[src/rtl/dioc_pkg.sv]
// Constants and carrier types for the display invert and on/off command decoder
package dioc_pkg;

  // Command codes, low byte of the bus
  localparam logic [7:0] DIOC_CMD_INV_OFF = 8'h20;
  localparam logic [7:0] DIOC_CMD_INV_ON = 8'h21;
  localparam logic [7:0] DIOC_CMD_DISP_OFF = 8'h28;
  localparam logic [7:0] DIOC_CMD_DISP_ON = 8'h29;

  // Bus layout
  localparam int DIOC_BUS_W = 18;
  localparam int DIOC_CODE_LSB = 0;
  localparam int DIOC_CODE_W = 8;

  // Pixel layout: one colour component per field
  localparam int DIOC_COMP_W = 6;

  // Reset values of the mode flags
  localparam logic DIOC_INV_RST = 1'b0;
  localparam logic DIOC_DISP_RST = 1'b0;

  // Idle level of the active-low write strobe
  localparam logic DIOC_STROBE_IDLE = 1'b1;

  typedef struct packed {
    logic [DIOC_COMP_W-1:0] red;
    logic [DIOC_COMP_W-1:0] green;
    logic [DIOC_COMP_W-1:0] blue;
  } dioc_pix_t;

  // Bus pins sampled on the system clock
  typedef struct packed {
    logic chip_select_n;
    logic data_command_select;
    logic read_strobe_n;
    logic write_strobe_n;
    logic [DIOC_BUS_W-1:0] data;
  } dioc_bus_t;

  // Blank pixel shown while the panel image is off
  localparam dioc_pix_t DIOC_BLANK_PIX = '{red: 6'h00, green: 6'h00, blue: 6'h00};

endpackage

[src/rtl/dioc_top.sv]
// Display invert and panel on/off command decoder with memory-to-panel pixel path
//
// How it works
// RULE1: Host writes each command alone: select low, read high, byte on write rising edge.
// RULE2: Code 21 turns inversion on; panel pixels complemented, memory untouched.
// RULE3: Inversion-on while already inverted changes nothing.
// RULE4: Inversion is off after hardware or software reset.
// RULE5: Code 28 blanks the panel image; memory contents stay intact.
// RULE6: Display-off while already off changes nothing.
// RULE7: Code 29 shows memory content on the panel; memory untouched.
// RULE8: Display-on while already on changes nothing.
// RULE9: Panel image is off after hardware or software reset.
// RULE10: These commands touch no readable status bit.
// RULE11: Commands act in every mode, including sleep.
// RULE12: Code 20 turns inversion off; memory untouched.
// RULE13: Inversion complements every component; display off blanks while reads continue.
`timescale 1ns/10ps
`default_nettype none

// One colour component on its way to the panel: blanked, complemented or passed through
module dioc_comp_xform
  import dioc_pkg::*;
#(
  parameter int WIDTH = DIOC_COMP_W,
  parameter logic [WIDTH-1:0] BLANK = '0
)
(
  input wire logic show_i,                                // Panel image on
  input wire logic invert_i,                              // Inversion on
  input wire logic [WIDTH-1:0] comp_i,                    // Component read from frame memory
  output logic [WIDTH-1:0] comp_o                         // Component toward the panel
);

  always_comb
  begin
    comp_o = comp_i;
    if (!show_i)
    begin
      // Blank wins over inversion, so an off panel never shows a complemented blank
      comp_o = BLANK;
    end
    else if (invert_i)
    begin
      comp_o = ~comp_i;
    end
  end

endmodule

module dioc_top
  import dioc_pkg::*;
#(
  parameter dioc_pix_t BLANK_PIX = DIOC_BLANK_PIX
)
(
  input wire logic clk_sys_i,                             // System clock, 100 MHz
  input wire logic srst_i,                                // Hardware reset, synchronous, active high
  input wire logic sw_reset_i,                            // Software reset pulse from command decode
  input wire logic chip_select_n_i,                       // Chip select, active low
  input wire logic data_command_select_i,                 // Low selects command, high data
  input wire logic read_strobe_n_i,                       // Read strobe, active low
  input wire logic write_strobe_n_i,                      // Write strobe, byte taken on rising edge
  input wire logic [DIOC_BUS_W-1:0] bus_data_i,           // Parallel bus data
  input wire logic mem_pix_valid_i,                       // Pixel from frame memory is valid
  input wire dioc_pix_t mem_pix_i,                        // Pixel read from frame memory
  output logic mem_pix_ready_o,                           // Memory read may proceed
  output logic panel_pix_valid_o,                         // Panel pixel valid
  output dioc_pix_t panel_pix_o,                          // Pixel driven to the panel
  output logic invert_on_o,                               // Inversion state
  output logic display_on_o,                              // Panel image state
  output logic cmd_taken_o,                               // One of the four codes decoded, pulse
  output logic cmd_other_o                                // Some other command written, pulse
);

  dioc_bus_t bus_now;
  logic wr_prev_r;
  logic cmd_strobe;
  logic [DIOC_CODE_W-1:0] code;
  logic hit_inv_on;
  logic hit_inv_off;
  logic hit_disp_on;
  logic hit_disp_off;
  logic hit_any;
  logic [DIOC_COMP_W-1:0] red_nxt;
  logic [DIOC_COMP_W-1:0] green_nxt;
  logic [DIOC_COMP_W-1:0] blue_nxt;
  logic invert_r;
  logic invert_nxt;
  logic display_r;
  logic display_nxt;
  logic any_rst;
  logic cmd_taken_r;
  logic cmd_other_r;
  logic pix_valid_r;
  dioc_pix_t pix_r;
  dioc_pix_t pix_nxt;

  assign bus_now = '{chip_select_n: chip_select_n_i,
                     data_command_select: data_command_select_i,
                     read_strobe_n: read_strobe_n_i,
                     write_strobe_n: write_strobe_n_i,
                     data: bus_data_i};

  assign any_rst = srst_i | sw_reset_i;

  // Previous strobe level; idle high so a reset never fakes an edge
  always_ff @(posedge clk_sys_i)
  begin
    if (srst_i)
    begin
      wr_prev_r <= DIOC_STROBE_IDLE;
    end
    else
    begin
      wr_prev_r <= bus_now.write_strobe_n;
    end
  end

  // Command byte taken on the strobe's rising edge; upper bus bits ignored
  assign cmd_strobe = !bus_now.chip_select_n && !bus_now.data_command_select &&
                      bus_now.read_strobe_n && !wr_prev_r && bus_now.write_strobe_n; // [RULE1]
  assign code = bus_now.data[DIOC_CODE_LSB +: DIOC_CODE_W];

  // No mode or sleep qualifier: the codes act in every state
  assign hit_inv_on = cmd_strobe && (code == DIOC_CMD_INV_ON);     // [RULE2] [RULE11]
  assign hit_inv_off = cmd_strobe && (code == DIOC_CMD_INV_OFF);   // [RULE12] [RULE11]
  assign hit_disp_off = cmd_strobe && (code == DIOC_CMD_DISP_OFF); // [RULE5] [RULE11]
  assign hit_disp_on = cmd_strobe && (code == DIOC_CMD_DISP_ON);   // [RULE7] [RULE11]

  // Any of the four codes; everything else is only reported, never acted on
  assign hit_any = hit_inv_on | hit_inv_off | hit_disp_on | hit_disp_off;

  // Fixed-value set and clear updates, so a repeat of the same command leaves the flag as it is
  always_comb
  begin
    invert_nxt = invert_r;
    if (hit_inv_on)
    begin
      invert_nxt = 1'b1;                                  // [RULE2] [RULE3]
    end
    else if (hit_inv_off)
    begin
      invert_nxt = 1'b0;                                  // [RULE12]
    end
  end

  always_comb
  begin
    display_nxt = display_r;
    if (hit_disp_on)
    begin
      display_nxt = 1'b1;                                 // [RULE7] [RULE8]
    end
    else if (hit_disp_off)
    begin
      display_nxt = 1'b0;                                 // [RULE5] [RULE6]
    end
  end

  always_ff @(posedge clk_sys_i)
  begin
    // Either reset wins over a command decoded on the same edge
    if (any_rst)
    begin
      invert_r <= DIOC_INV_RST;                           // [RULE4]
    end
    else
    begin
      invert_r <= invert_nxt;
    end
  end

  always_ff @(posedge clk_sys_i)
  begin
    if (any_rst)
    begin
      display_r <= DIOC_DISP_RST;                         // [RULE9]
    end
    else
    begin
      display_r <= display_nxt;
    end
  end

  // Decode report only; nothing here feeds a status readback
  always_ff @(posedge clk_sys_i)
  begin
    if (srst_i)
    begin
      cmd_taken_r <= 1'b0;
    end
    else
    begin
      cmd_taken_r <= hit_any;                             // [RULE10]
    end
  end

  // Other codes belong to neighbouring decoders; they only pulse here
  always_ff @(posedge clk_sys_i)
  begin
    if (srst_i)
    begin
      cmd_other_r <= 1'b0;
    end
    else
    begin
      cmd_other_r <= cmd_strobe & ~hit_any;
    end
  end

  // Memory reads never stall, blanked or not, so refresh timing does not depend on the mode
  assign mem_pix_ready_o = 1'b1;                          // [RULE13]

  // Only the panel copy is altered; the memory side is read-only here
  dioc_comp_xform
  #(
    .WIDTH(DIOC_COMP_W),
    .BLANK(BLANK_PIX.red)
  )
  u_red
  (
    .show_i(display_r),                                   // [RULE5] [RULE13]
    .invert_i(invert_r),                                  // [RULE2] [RULE13]
    .comp_i(mem_pix_i.red),
    .comp_o(red_nxt)
  );

  dioc_comp_xform
  #(
    .WIDTH(DIOC_COMP_W),
    .BLANK(BLANK_PIX.green)
  )
  u_green
  (
    .show_i(display_r),                                   // [RULE5] [RULE13]
    .invert_i(invert_r),                                  // [RULE2] [RULE13]
    .comp_i(mem_pix_i.green),
    .comp_o(green_nxt)
  );

  dioc_comp_xform
  #(
    .WIDTH(DIOC_COMP_W),
    .BLANK(BLANK_PIX.blue)
  )
  u_blue
  (
    .show_i(display_r),                                   // [RULE5] [RULE13]
    .invert_i(invert_r),                                  // [RULE2] [RULE13]
    .comp_i(mem_pix_i.blue),
    .comp_o(blue_nxt)
  );

  // Separate component nets keep each instance the only driver of what it writes
  assign pix_nxt = '{red: red_nxt,
                     green: green_nxt,
                     blue: blue_nxt};

  // One pixel out for every pixel in, one clock later
  always_ff @(posedge clk_sys_i)
  begin
    if (srst_i)
    begin
      pix_valid_r <= 1'b0;
    end
    else
    begin
      pix_valid_r <= mem_pix_valid_i;
    end
  end

  // Data holds between valid pixels, so the panel side sees no spurious change
  always_ff @(posedge clk_sys_i)
  begin
    if (srst_i)
    begin
      pix_r <= BLANK_PIX;
    end
    else if (mem_pix_valid_i)
    begin
      pix_r <= pix_nxt;
    end
  end

  assign panel_pix_valid_o = pix_valid_r;
  assign panel_pix_o = pix_r;
  assign invert_on_o = invert_r;
  assign display_on_o = display_r;
  assign cmd_taken_o = cmd_taken_r;
  assign cmd_other_o = cmd_other_r;

endmodule

`default_nettype wire

[config.mk]
export PLATFORM = sky130hd
export DESIGN_NAME = dioc_top
export DESIGN_NICKNAME = d
export VERILOG_FILES = /design/src/rtl/dioc_pkg.sv /design/src/rtl/dioc_top.sv
export SDC_FILE = /design/constraint.sdc
export NUM_CORES = 1
export LEC_CHECK = 0
export BUFFER_PORTS_ARGS = -buffer_cell sky130_fd_sc_hd__buf_2
export CORE_MARGIN = 2
export CORE_UTILIZATION = 49
export CTS_BUF_LIST = sky130_fd_sc_hd__clkbuf_2
export DETAILED_ROUTE_END_ITERATION = 6
export PLACE_DENSITY = 0.95
export SLEW_MARGIN = 20
export SYNTH_ARGS = -nofsm -noshare
export SYNTH_HDL_FRONTEND = slang
export SYNTH_HIERARCHICAL = 1
export SYNTH_SLANG_ARGS = --single-unit
[constraint.sdc]
create_clock -name clk_sys_i -period 2 [get_ports clk_sys_i]
set_clock_uncertainty 0.15 [all_clocks]
set_input_delay 0.2 -clock clk_sys_i [delete_from_list [all_inputs] [get_ports clk_sys_i]]
set_output_delay 0.2 -clock clk_sys_i [all_outputs]
set_load 0.1 [all_outputs]
==> results.env <==
RUN_STATUS='finished clean'
FINALSETUPTNS_NS=0
LAYOUT-AREA-OVERHEAD-VS-SYNTH_PCT=36.3
ROOT_BUFFER_MASTER='clkbuf_2'
FLOORPLAN.IO_PINS=68
PORT_BUFFERS=56
DIODES=0
CP-END-KIND='register'
LAYOUT.CELLS.NON_FILLER=222
CLOCK_SINKS=24
GR-TOTAL-OVERFLOW=0
ROUTE.VIAS.TOTAL=1076
SYNTHESIS.NETS=169
TIMING.CRITICAL_PATH.FROM_TYPE='primary input'
DIE_W_UM=53.9
SYNTHESIS.AREA_UM2=1220
PLACE.GP.CONGESTION=0.648
SYNTH_WARNINGS=6
POSTSYNTHAREAPERCELL_UM2=9.75
REPORT.FINAL.HOLD_VIOL_COUNT=0
SETUP.WORST_PATH.CLASS='in2reg'
FIRST_GLOBAL_VIAS=969
FINAL_CELL_MIX='55 x buf_2, 24 x dfxtp_1, 20 x mux2i_1, 20 x nor2_1'
MAX_CLOCK_FREQ_GHz=0.516
SYNTH-SEQ-CELLS=24
DETAIL_ROUTE.VIAS_PER_CELL=4.85
SYNTH_FF_TYPE='dfxtp_1'
FINAL.PERIOD_UTILIZATION_PCT=96.8
FIN_CRIT_NS=1.94
POST_CTS.RESIZED_INSTANCES=0
ROWS=18
POST-PLACE-CELLS=206
ROUTED.TOP_LAYER='met4'
CTS_SETUP_BUFFERS=0
WL_MET2_MM=1.42
POST_ROUTE_CELLS_DRIVE_ABOVE_1_SHARE_PCT=33.9
SYNTH_CELL_TYPES=20
CLKLATENCYLATEPIN_NS=0.32
CAP_VIOL_MAX_COUNT=0
FLOORPLAN.DIE_AREA_UM2=2900
TOTALWIRELENGTH_MM=2.71
MOST_COMMON_CELL_AFTER_LAYOUT_FILL_AND_TAPS_ASIDE='buf_2'
WL_PER_CELL_UM=12.2
HP-CLASS='in2reg'
TOTAL_LEAKAGE_POWER_uW=0.000906
DRC_ERRORS=0
CORE_REGION_AREA_UM2=2410
ROUTEDLENGTHMET1_MM=1.15
YS_ASYNC_SR_FRACTION_PCT=0
WORST-ENDPOINT-ARRIVAL_NS=2.04
POST_SYNTHESIS_CELL_COUNT=125
CRIT_FANOUT=3
DP_HPWL_MM=1.88
DIEHEIGHT_UM=53.9
SLEW_HEADROOM_PCT=63.9
NNETSFINAL=237
CTS_TREE='yes'
CRITICAL_PATH_DATA_REQUIRED_TIME_NS=2.10
ANTENNA_FOUND_INITIAL=0
GLOBALROUTETOTALUTIL_PCT=20.0
INITIAL_CORE_UTIL_PCT=50.6
FINAL_MAX_SLEW_VIOLATION_COUNT=0
ANTENNA_VIOLATING_NETS_POST_ROUTE=0
GRT_PASS1_WL_MM=4.13
DR_WL_MET3_UM=131
WORST-R2R-SETUP-SLACK_NS=0.34
FIRSTDRTPASSITERS=4
SYNTH_ENABLE_FLOP_CELLS=0
CLK_PATH_BUF_DEPTH=2
TIMING_WORST_SLEW_PIN_VALUE_NS=0.542
GRT_START_MAX_NET_PINS=23
CTS-BUFFERS-INSERTED=3
NFILLCELLS=200
POWERDENSITY_nW_PER_UM2=472
RSZ0062_AT_GRT='false'
CLK_PIN_SLEW_NS=0.22
CTS-HTREE-LEVELS=1
DRT_ITER0_DRC=6
SYNTH_SEQUENTIAL_AREA_RATIO_PCT=39.4
FINALSETUPVIOLCOUNT=0
WORST_IR_DROP_VDD_mV=0.301
## worst paths after layout
check,start,depth (start not counted),to
worst max-delay path,bus_data_i[2],6,display_on_o$_SDFFE_PP0P_
worst min-delay path,bus_data_i[3],4,invert_on_o$_SDFFE_PP0P_
worst min register to register,panel_pix_o[9]$_SDFFE_PP0P_,2,panel_pix_o[9]$_SDFFE_PP0P_
worst max register to register,wr_prev_r$_SDFF_PP1_,4,display_on_o$_SDFFE_PP0P_
## layer usage
| layer | vias to the layer above | global-route usage [%] |
|---|---|---|
| met1 | 500 | 23.5 |
| li1 | 539 | - |
| met5 | - | 0 |
| met4 | 0 | 6.41 |
| met3 | 2 | 3.33 |
| met2 | 35 | 36.4 |
## synthesized netlist by cell type (2+ instances only)
master	n	area [um^2]
clkbuf_1	2	7.51
nor3b_1	2	15.0
nand4_1	2	12.5
and2_1	18	113
buf_6	3	33.8
mux2i_1	20	200
xor2_1	18	158
dfxtp_1	24	480
buf_4	3	22.5
nand2_1	4	15.0
nor2_1	20	75.1
## sequential cells by signal, indices dropped and copies added, names as in the netlist
signal             count
cmd_taken_o            1
panel_pix_valid_o      1
cmd_other_o            1
wr_prev_r              1
invert_on_o            1
panel_pix_o           18
display_on_o           1
## logic make-up (layout without fill, tap and decap cells)
kind of cell,after synthesis,count (layout),synth area share [%]
buffers and inverters,8,75,5.24
xor gates and xnor gates,18,18,12.9
muxes,20,20,16.4
other,1,1,0.308
AOI/OAI and AO/OA,1,1,0.410
DFF,24,24,39.4
and+or+nand+nor,53,53,25.3
## power by group
part	total [uW]	switching, uW	internal (uW)
clock	186	143	43.5
sequential	483	1.17	482
combinational	116	60.4	55.3
total	785	204	581
## what timing repair did
action,in CTS,in global routing
endpoints found under the setup margin,0,1
hold endpoints to repair,5,1
hold buffers,10,3
## stage by stage
| stage | hold WS (ns) | area [um^2] | utilization (%) | power [uW] | setup slack [ns] |
|---|---|---|---|---|---|
| 4_1_cts | 0.00673 | 1640 | 68.1 | 790 | 0.0653 |
| 6_report | 0.0447 | 1660 | 69.0 | 785 | 0.0636 |
| 2_1_floorplan | 0.127 | 1220 | - | 551 | 0.100 |
| 5_1_grt | 0.0126 | 1660 | 69.0 | 824 | 0.0313 |
| 3_5_place_dp | 0.270 | 1520 | 63.2 | 593 | 0.707 |
| 3_3_place_gp | 0.264 | 1520 | 63.2 | 591 | 0.696 |
## worst max-delay path, stage by stage
cell and delay (ns):
dlygate4sd3_1 0.53, buf_2 0.14, nor4b_4 0.28, nand4_1 0.17, mux2i_1 0.16, dlygate4sd3_1 0.55
## area by class of cell
cell class | instances | area (um^2) | share of cell area, %
multi-input combinational | 93 | 674 | 40.6
sequential | 24 | 480 | 28.9
timing repair buffer | 71 | 450 | 27.1
tap | 30 | 37.5 | 2.26
clock buffer | 3 | 15.0 | 0.904
clock inverter | 1 | 3.75 | 0.226
(Power assumes the default switching activity.)
